--- src/design/smc_pkg.sv ---
// package: constants and carriers for the serial master/slave controller
package smc_pkg;

    localparam logic [4:0] WORD_LEN_FULL = 5'h0;
    localparam logic [5:0] WORD_BITS_MAX = 6'h20;
    localparam logic [1:0] WORD_CNT_BURST = 2'h1;
    localparam logic [31:0] DATA_RST = 32'h0;
    localparam logic [16:0] DIV_CNT_RST = 17'h0;
    localparam logic [4:0] PATTERN_TOP = 5'h1E;

    typedef struct packed {
        logic slave_mode;
        logic lsb_first;
        logic clock_idle_polarity;
        logic tx_neg;
        logic rx_neg;
        logic variable_clock_enable;
        logic select_polarity;
        logic select_level_trigger;
        logic automatic_select_enable;
        logic [1:0] select_output_control;
        logic [1:0] word_count;
        logic [4:0] word_length_field;
        logic [15:0] primary_divisor;
        logic [15:0] secondary_divisor;
        logic [31:0] clock_pattern_bits;
    } smc_cfg_t;

    typedef struct packed {
        logic [31:0] word1;
        logic [31:0] word0;
    } smc_words_t;

    typedef enum logic [1:0] {
        SMC_IDLE,
        SMC_MASTER,
        SMC_SLAVE,
        SMC_RELEASE
    } smc_state_t;

endpackage

--- src/design/smc_sync3.sv ---
// three-stage pin synchroniser with agreement filter
`timescale 1ns/10ps
`default_nettype none
module smc_sync3 #(
    parameter logic RST_VAL = 1'b0
) (
    input wire logic clk_in,
    input wire logic rst_n_in,
    input wire logic pin_in,
    output logic level_out
);
    logic s1_ff;
    logic s2_ff;
    logic s3_ff;
    logic lvl_ff;

    always_ff @(posedge clk_in or negedge rst_n_in) begin
        if (!rst_n_in) begin
            s1_ff <= RST_VAL;
            s2_ff <= RST_VAL;
            s3_ff <= RST_VAL;
            lvl_ff <= RST_VAL;
        end else begin
            s1_ff <= pin_in;
            s2_ff <= s1_ff;
            s3_ff <= s2_ff;
            // change counts once stages two and three agree
            if (s2_ff == s3_ff) begin
                lvl_ff <= s3_ff;
            end
        end
    end

    assign level_out = lvl_ff;
endmodule // smc_sync3
`default_nettype wire

--- src/design/smc_ctrl.sv ---
// serial master/slave controller core
`timescale 1ns/10ps
`default_nettype none
module smc_ctrl (
    input wire logic clk_in,
    input wire logic rst_n_in,
    input wire smc_pkg::smc_cfg_t cfg_in,
    input wire smc_pkg::smc_words_t tx_words_in,
    input wire logic start_in,
    input wire logic clear_flags_in,
    input wire logic sclk_in,
    input wire logic sel_in,
    input wire logic mosi_in,
    input wire logic miso_in,
    output logic busy_out,
    output logic done_flag_out,
    output logic level_done_flag_out,
    output smc_pkg::smc_words_t rx_words_out,
    output logic sclk_out,
    output logic sclk_oe_out,
    output logic [1:0] sel_out,
    output logic [1:0] sel_oe_out,
    output logic mosi_out,
    output logic mosi_oe_out,
    output logic miso_out,
    output logic miso_oe_out
);
    typedef struct packed {
        smc_pkg::smc_state_t st;
        logic [16:0] div_cnt;
        logic [3:0] cyc_idx;
        logic [4:0] bit_idx;
        logic word_idx;
        logic all_rx;
        logic sclk;
        logic sclk_prev;
        logic sel_prev;
        logic mosi;
        logic miso;
        logic busy;
        logic miso_oe;
        logic done_flag;
        logic lvl_flag;
        logic [1:0] sel;
        logic [1:0] sel_oe;
        smc_pkg::smc_words_t tx;
        smc_pkg::smc_words_t rx;
    } smc_regs_t;

    smc_regs_t r_ff;
    smc_regs_t nxt_r;
    logic sclk_sync;
    logic sel_sync;
    logic mosi_sync;

    smc_sync3 #(.RST_VAL(1'b0)) u_sync_sclk (
        .clk_in(clk_in),
        .rst_n_in(rst_n_in),
        .pin_in(sclk_in),
        .level_out(sclk_sync)
    );
    smc_sync3 #(.RST_VAL(1'b1)) u_sync_sel (
        .clk_in(clk_in),
        .rst_n_in(rst_n_in),
        .pin_in(sel_in),
        .level_out(sel_sync)
    );
    smc_sync3 #(.RST_VAL(1'b0)) u_sync_mosi (
        .clk_in(clk_in),
        .rst_n_in(rst_n_in),
        .pin_in(mosi_in),
        .level_out(mosi_sync)
    );

    function automatic logic [5:0] word_len(input smc_pkg::smc_cfg_t c);
        if (c.word_length_field == smc_pkg::WORD_LEN_FULL) begin
            return smc_pkg::WORD_BITS_MAX;
        end
        return {1'b0, c.word_length_field};
    endfunction

    function automatic logic [4:0] bit_pos(input smc_pkg::smc_cfg_t c,
                                          input logic [4:0] idx);
        logic [5:0] p;
        p = word_len(c) - 6'h1 - {1'b0, idx};
        if (c.lsb_first) begin
            return idx;
        end
        return p[4:0];
    endfunction

    function automatic logic tx_bit(input smc_regs_t s,
                                    input smc_pkg::smc_cfg_t c);
        logic [4:0] p;
        p = bit_pos(c, s.bit_idx);
        return s.word_idx ? s.tx.word1[p] : s.tx.word0[p];
    endfunction

    // divisor of one serial cycle, pattern groups counted from the top
    function automatic logic [15:0] pick_div(input smc_pkg::smc_cfg_t c,
                                             input logic [3:0] idx);
        logic [4:0] sh;
        logic [1:0] grp;
        sh = smc_pkg::PATTERN_TOP - {idx, 1'b0};
        grp = 2'(c.clock_pattern_bits >> sh);
        if (c.variable_clock_enable && (grp != 2'h0)) begin
            return c.secondary_divisor;
        end
        return c.primary_divisor;
    endfunction

    // one serial clock edge: transmit and receive in the same pass
    function automatic smc_regs_t clk_edge(input smc_regs_t s,
                                           input smc_pkg::smc_cfg_t c,
                                           input logic new_clk,
                                           input logic din);
        smc_regs_t o;
        logic [4:0] p;
        logic last_bit;
        logic last_word;
        o = s;
        p = bit_pos(c, s.bit_idx);
        last_bit = ({1'b0, s.bit_idx} == word_len(c) - 6'h1);
        last_word = (c.word_count == smc_pkg::WORD_CNT_BURST) ? 1'b1 : 1'b0;
        if ((new_clk ^ c.tx_neg) && !s.all_rx) begin
            if (c.slave_mode) begin
                o.miso = tx_bit(s, c);
            end else begin
                o.mosi = tx_bit(s, c);
            end
        end
        if ((new_clk ^ c.rx_neg) && !s.all_rx) begin
            if (s.word_idx) begin
                o.rx.word1[p] = din;
            end else begin
                o.rx.word0[p] = din;
            end
            if (last_bit) begin
                o.bit_idx = 5'h0;
                if (s.word_idx == last_word) begin
                    o.all_rx = 1'b1;
                end else begin
                    o.word_idx = 1'b1;
                end
            end else begin
                o.bit_idx = s.bit_idx + 5'h1;
            end
        end
        return o;
    endfunction

    always_comb begin
        logic sel_act;
        logic sel_fall;
        logic sel_rise;
        logic tick;
        logic new_clk;
        logic [1:0] line_en;
        logic [15:0] div_sel;
        logic finish;
        nxt_r = r_ff;
        // flags hold only this cycle's sets here, old state merged below
        nxt_r.done_flag = 1'b0;
        nxt_r.lvl_flag = 1'b0;
        sel_act = sel_sync ~^ cfg_in.select_polarity;
        sel_rise = sel_act && !r_ff.sel_prev;
        sel_fall = !sel_act && r_ff.sel_prev;
        tick = (r_ff.div_cnt == smc_pkg::DIV_CNT_RST);
        new_clk = !r_ff.sclk;
        div_sel = pick_div(cfg_in, r_ff.cyc_idx);
        finish = 1'b0;
        // one line at a time, line zero wins
        line_en = cfg_in.select_output_control[0] ? 2'h1 :
                  (cfg_in.select_output_control & 2'h2);
        nxt_r.sel_prev = sel_act;
        nxt_r.sclk_prev = sclk_sync;

        unique case (r_ff.st)
            smc_pkg::SMC_IDLE: begin
                nxt_r.sclk = cfg_in.clock_idle_polarity;
                nxt_r.bit_idx = 5'h0;
                nxt_r.word_idx = 1'b0;
                nxt_r.all_rx = 1'b0;
                nxt_r.cyc_idx = 4'h0;
                // first pattern group already governs the first cycle
                nxt_r.div_cnt = {1'b0, pick_div(cfg_in, 4'h0)};
                nxt_r.tx = tx_words_in;
                if (cfg_in.slave_mode) begin
                    nxt_r.miso = tx_bit(nxt_r, cfg_in);
                    if (cfg_in.select_level_trigger ? sel_act
                                                    : sel_rise) begin
                        nxt_r.st = smc_pkg::SMC_SLAVE;
                        nxt_r.busy = 1'b1;
                    end
                end else if (start_in) begin
                    nxt_r.mosi = tx_bit(nxt_r, cfg_in);
                    nxt_r.st = smc_pkg::SMC_MASTER;
                    nxt_r.busy = 1'b1;
                end
            end
            smc_pkg::SMC_MASTER: begin
                if (tick) begin
                    nxt_r = clk_edge(nxt_r, cfg_in, new_clk, miso_in);
                    nxt_r.sclk = new_clk;
                    // returning to idle closes one serial cycle
                    if (new_clk == cfg_in.clock_idle_polarity) begin
                        nxt_r.cyc_idx = r_ff.cyc_idx + 4'h1;
                        div_sel = pick_div(cfg_in, nxt_r.cyc_idx);
                        if (nxt_r.all_rx) begin
                            finish = 1'b1;
                        end
                    end
                    // divisor zero toggles every cycle, fastest rate
                    nxt_r.div_cnt = {1'b0, div_sel};
                end else begin
                    nxt_r.div_cnt = r_ff.div_cnt - 17'h1;
                end
                if (finish || cfg_in.slave_mode) begin
                    nxt_r.st = smc_pkg::SMC_IDLE;
                    nxt_r.busy = 1'b0;
                    nxt_r.done_flag = 1'b1;
                    nxt_r.sclk = cfg_in.clock_idle_polarity;
                end
            end
            smc_pkg::SMC_SLAVE: begin
                // clock belongs to the external master
                if (sclk_sync != r_ff.sclk_prev) begin
                    nxt_r = clk_edge(nxt_r, cfg_in, sclk_sync, mosi_sync);
                end
                if (cfg_in.select_level_trigger) begin
                    if (!sel_act) begin
                        nxt_r.st = smc_pkg::SMC_IDLE;
                        nxt_r.busy = 1'b0;
                        nxt_r.done_flag = 1'b1;
                        // last bit and select drop in one cycle: complete
                        nxt_r.lvl_flag = nxt_r.all_rx;
                    end else if (nxt_r.all_rx) begin
                        nxt_r.st = smc_pkg::SMC_RELEASE;
                        nxt_r.busy = 1'b0;
                        nxt_r.done_flag = 1'b1;
                        nxt_r.lvl_flag = 1'b1;
                    end
                end else if (sel_fall) begin
                    nxt_r.st = smc_pkg::SMC_IDLE;
                    nxt_r.busy = 1'b0;
                    nxt_r.done_flag = 1'b1;
                end
                if (!cfg_in.slave_mode) begin
                    nxt_r.st = smc_pkg::SMC_IDLE;
                    nxt_r.busy = 1'b0;
                end
            end
            smc_pkg::SMC_RELEASE: begin
                // wait for select to drop before a new frame
                if (!sel_act || !cfg_in.slave_mode) begin
                    nxt_r.st = smc_pkg::SMC_IDLE;
                end
            end
        endcase

        // a set in this same cycle beats the clear
        nxt_r.done_flag = nxt_r.done_flag
                          || (r_ff.done_flag && !clear_flags_in);
        nxt_r.lvl_flag = nxt_r.lvl_flag
                         || (r_ff.lvl_flag && !clear_flags_in);

        if (cfg_in.slave_mode) begin
            nxt_r.sel_oe = 2'h0;
            nxt_r.sel = {2{!cfg_in.select_polarity}};
            nxt_r.miso_oe = nxt_r.busy;
        end else begin
            nxt_r.sel_oe = 2'h3;
            nxt_r.miso_oe = 1'b0;
            for (int i = 0; i < 2; i++) begin
                if (cfg_in.automatic_select_enable) begin
                    nxt_r.sel[i] = (line_en[i] && nxt_r.busy)
                                   ~^ cfg_in.select_polarity;
                end else begin
                    nxt_r.sel[i] = cfg_in.select_output_control[i]
                                   ~^ cfg_in.select_polarity;
                end
            end
        end
    end

    always_ff @(posedge clk_in or negedge rst_n_in) begin
        if (!rst_n_in) begin
            r_ff.st <= smc_pkg::SMC_IDLE;
            r_ff.div_cnt <= smc_pkg::DIV_CNT_RST;
            r_ff.cyc_idx <= 4'h0;
            r_ff.bit_idx <= 5'h0;
            r_ff.word_idx <= 1'b0;
            r_ff.all_rx <= 1'b0;
            r_ff.sclk <= 1'b0;
            r_ff.sclk_prev <= 1'b0;
            r_ff.sel_prev <= 1'b0;
            r_ff.mosi <= 1'b0;
            r_ff.miso <= 1'b0;
            r_ff.busy <= 1'b0;
            r_ff.miso_oe <= 1'b0;
            r_ff.done_flag <= 1'b0;
            r_ff.lvl_flag <= 1'b0;
            r_ff.sel <= 2'h3;
            r_ff.sel_oe <= 2'h0;
            r_ff.tx <= {smc_pkg::DATA_RST, smc_pkg::DATA_RST};
            r_ff.rx <= {smc_pkg::DATA_RST, smc_pkg::DATA_RST};
        end else begin
            r_ff <= nxt_r;
        end
    end

    assign busy_out = r_ff.busy;
    assign done_flag_out = r_ff.done_flag;
    assign level_done_flag_out = r_ff.lvl_flag;
    assign rx_words_out = r_ff.rx;
    assign sclk_out = r_ff.sclk;
    assign sclk_oe_out = r_ff.sel_oe[0];
    assign sel_out = r_ff.sel;
    assign sel_oe_out = r_ff.sel_oe;
    assign mosi_out = r_ff.mosi;
    assign mosi_oe_out = r_ff.sel_oe[0];
    assign miso_out = r_ff.miso;
    assign miso_oe_out = r_ff.miso_oe;
endmodule // smc_ctrl
`default_nettype wire

--- config.mk ---
export PLATFORM = sky130hd
export DESIGN_NAME = smc_ctrl
export DESIGN_NICKNAME = d
export VERILOG_FILES = /design/src/design/smc_pkg.sv /design/src/design/smc_sync3.sv /design/src/design/smc_ctrl.sv
export SDC_FILE = /design/constraint.sdc
export NUM_CORES = 1
export LEC_CHECK = 0
export BUFFER_PORTS_ARGS = -buffer_cell sky130_fd_sc_hd__buf_4
export CAP_MARGIN = 20
export CORE_UTILIZATION = 40
export CTS_CLUSTER_SIZE = 25
export DETAILED_ROUTE_END_ITERATION = 12
export PLACE_DENSITY = 0.63
export SYNTH_ARGS = -nofsm -noshare
export SYNTH_HDL_FRONTEND = slang
export SYNTH_SLANG_ARGS = --single-unit
--- constraint.sdc ---
create_clock -name clk_in -period 5.05 [get_ports clk_in]
set_input_delay 1.2625 -clock clk_in [delete_from_list [all_inputs] [get_ports clk_in]]
set_output_delay 1.2625 -clock clk_in [all_outputs]
set_load 0.005 [all_outputs]
==> metrics <==
status completed; All-Layer GR Usage 20.8%; routed len/inst 18.1 µm; Synth Cell Area 0.0113 mm²; full die area 0.0290 mm²; fin crit period 4.40 ns; Avg Cell Area, Syn 10.6 µm²; Initial Utilization 40.7%; area leader, netlist dfrtp_1; Worst VDD drop 0.000233 V; RSZ-0062 raised after global routing false; vias post-DR 8,691; area taken by flip-flops and latches 0.00456 mm²; total clock sinks 182; P&R area growth vs syn 18.8%; Biggest register r_ff; fraction of layout cells with a size suffix above 1 35.8%; Clk pin slew, worst setup/hold paths 0.07 ns; Vias per Instance 5.41; post-route clock period utilization 87.1%; Ports 231; drt pass-1 iters 5; Slew headroom 31.3%; row count 61; # H-tree levels 4; Worst Path Arrival 4.71 ns; f_max 227 MHz; reg-to-reg endpoint miso_out; asr flop ratio synth 100%; PortBufs 230; PnR Total Power 0.00601 W; total CTS buffers 17; largest net degree at the start of global routing 108; placed insts 1,573; number of global-route vias before repair 8,676; overall die width 170 µm; reg2reg path depth 12; most frequent cell after synthesis dfrtp_1; final wirelength 29.0 mm; origin of the critical flop-to-flop path r_ff[143]; Yosys cell types 85; max-slew violation count 0; Crit Path Category input port to register; Final ANT Viol Nets 0; Min-Delay Path Class register to register; post_cts resized 0; top cell type's share of synthesized area 38.9%; post-CTS setup buffers 0; CP Capture Type register; cell count after synthesis 1,068; number of flip-flops in the largest register 96; worst hold stages 0; Clock Tree Root clkbuf_16; initial antenna violation count 0; Max Fanout on Critical Path 14; Lkg Pwr 6.12 nW; Multi-input gate area 0.00582 mm²; final setup fails 0; worst skew pair latency 0.43 ns; Layout fillers 2,656; Yosys warning count 0; flops & latches, synth 182; Nets 1,387; Req. time, crit path 5.36 ns; Final TNS setup 0 ns; Worst-Margin Slew 1.03 ns; dpl cell area 0.0129 mm²; Max Cap Viol 0; hpwl dp 21.2 mm; Fin. Hold Viols 0; clk buf depth 2; synth cell count leaders 176 x dfrtp_1, 117 x nor2_1, 114 x mux2_2; sequential share of the synthesized area 40.3%; Worst Hold Launch u_sync_sclk.s1_ff; post-route insts no fill 1,605; RD Place Congestion 0.852; CTS tree done; die height 170 µm; drt first-iter violations 596; DR DRC count 0; FF-to-FF setup slack 1.46 ns; Syn Nets 1,241; Post-synth EDFFs 0; core area 0.0278 mm²; ranking of synthesized cells by area dfrtp_1 39%, mux2_2 11%, buf_4 4.8%, nor2_1 3.9%, mux2i_1 3.6%; final clock skew 0.0152 ns; startpoint types input port; PwrDens 447 mW/mm²; GRT Residual Overflow 0; Top FF cell, synth dfrtp_1; CTS Hold Bufs 0; antenna cells 0; end of the worst hold path u_sync_sclk.s2_ff; Final Instance Area 0.0134 mm²; first-pass GRT wire length 47.2 mm
-- worst max path at each step --
stage                    start          endpoint  slack (ns)  cells after the start
floorplan           cfg_in[64]         r_ff[170]        0.50                     14
global placement    cfg_in[64]         r_ff[170]        0.42                     13
detailed placement  cfg_in[64]  rx_words_out[54]        0.27                     12
CTS                 cfg_in[64]  rx_words_out[54]        0.71                     12
global route        cfg_in[64]         r_ff[170]        0.41                     12
finish              cfg_in[64]  rx_words_out[54]        0.65                     12
-- where the power goes --
part           internal, W  switching [W]  leakage, nW  total [W]
logic              0.00124        0.00121         3.53    0.00245
registers          0.00193       0.000315         2.30    0.00225
clock network     0.000667       0.000648        0.284    0.00132
total              0.00384        0.00218         6.12    0.00601
-- per-layer routing --
metal	vias up	track usage, %	routed length (µm)	part of all wire, %
met2	247	31.6	12800	44
li1	4142	-	-	-
met5	-	0	0	0
met4	0	6.15	544	1.9
met1	4259	29.5	13900	48
met3	43	4.70	1740	6.0
-- per-stage QoR --
step	utilization (%)	setup slack [ns]	hold slack [ns]
floorplan	-	0.501	0.331
global placement	46.3	0.423	0.336
detailed placement	46.3	0.272	0.340
CTS	48.4	0.712	0.358
global route	48.4	0.407	0.361
finish	48.4	0.653	0.355
-- cell usage in the layout (no fill, tap or decap), types with 5 or more instances in the layout --
master,n
o31ai_1,5
a21oi_1,20
clkbuf_16,17
o22ai_1,7
a221oi_2,7
clkinv_4,6
nand2_1,59
nor2b_1,9
o211ai_1,7
a221o_1,16
mux4_1,7
a311oi_1,5
o21a_1,5
mux2_1,25
mux2i_1,41
nor3_1,10
xnor2_1,12
mux4_2,12
mux2_2,114
a221oi_1,10
xor2_1,14
buf_4,250
o2bb2ai_1,6
and2_1,6
nand2b_1,10
nand3_1,26
dfstp_2,6
and3_1,17
dfrtp_1,176
a2111oi_0,9
nor3b_1,9
o21ai_0,44
nor2_1,117
inv_1,29
ha_1,16
o21ai_1,6
-- critical path, cell delays in order --
cell	delay, ns
buf_4	0.20
inv_1	0.07
ha_1	0.22
xor2_1	0.51
ha_1	0.39
nor2b_1	0.15
o21ai_0	0.23
a21oi_1	0.16
o31a_1	0.37
o21ai_1	0.69
nor2_1	0.11
mux2_1	0.34
-- cells by family (layout without fill, tap and decap cells) --
kind of cell / after synthesis / after routing / share of synthesized area, %
AO/OA/AOI/OAI: 187 / 187 / 12.5
XOR/XNOR: 28 / 28 / 2.36
adder cells (fa/ha/maj): 22 / 22 / 2.50
buffers and inverters: 157 / 316 / 8.47
flip-flops: 182 / 182 / 40.3
multiplexers: 199 / 199 / 21.5
AND/OR/NAND/NOR: 293 / 293 / 12.4
-- final cells by class --
class                      instances  share of cell area, %
clock buffer                      18                   3.27
clock inverter                    14                  0.996
inverter                          33                  0.959
multi-input combinational        729                   43.3
sequential                       182                   33.9
tap                              378                   3.52
timing repair buffer             251                   14.1
Power figures use the tool's default switching activity.
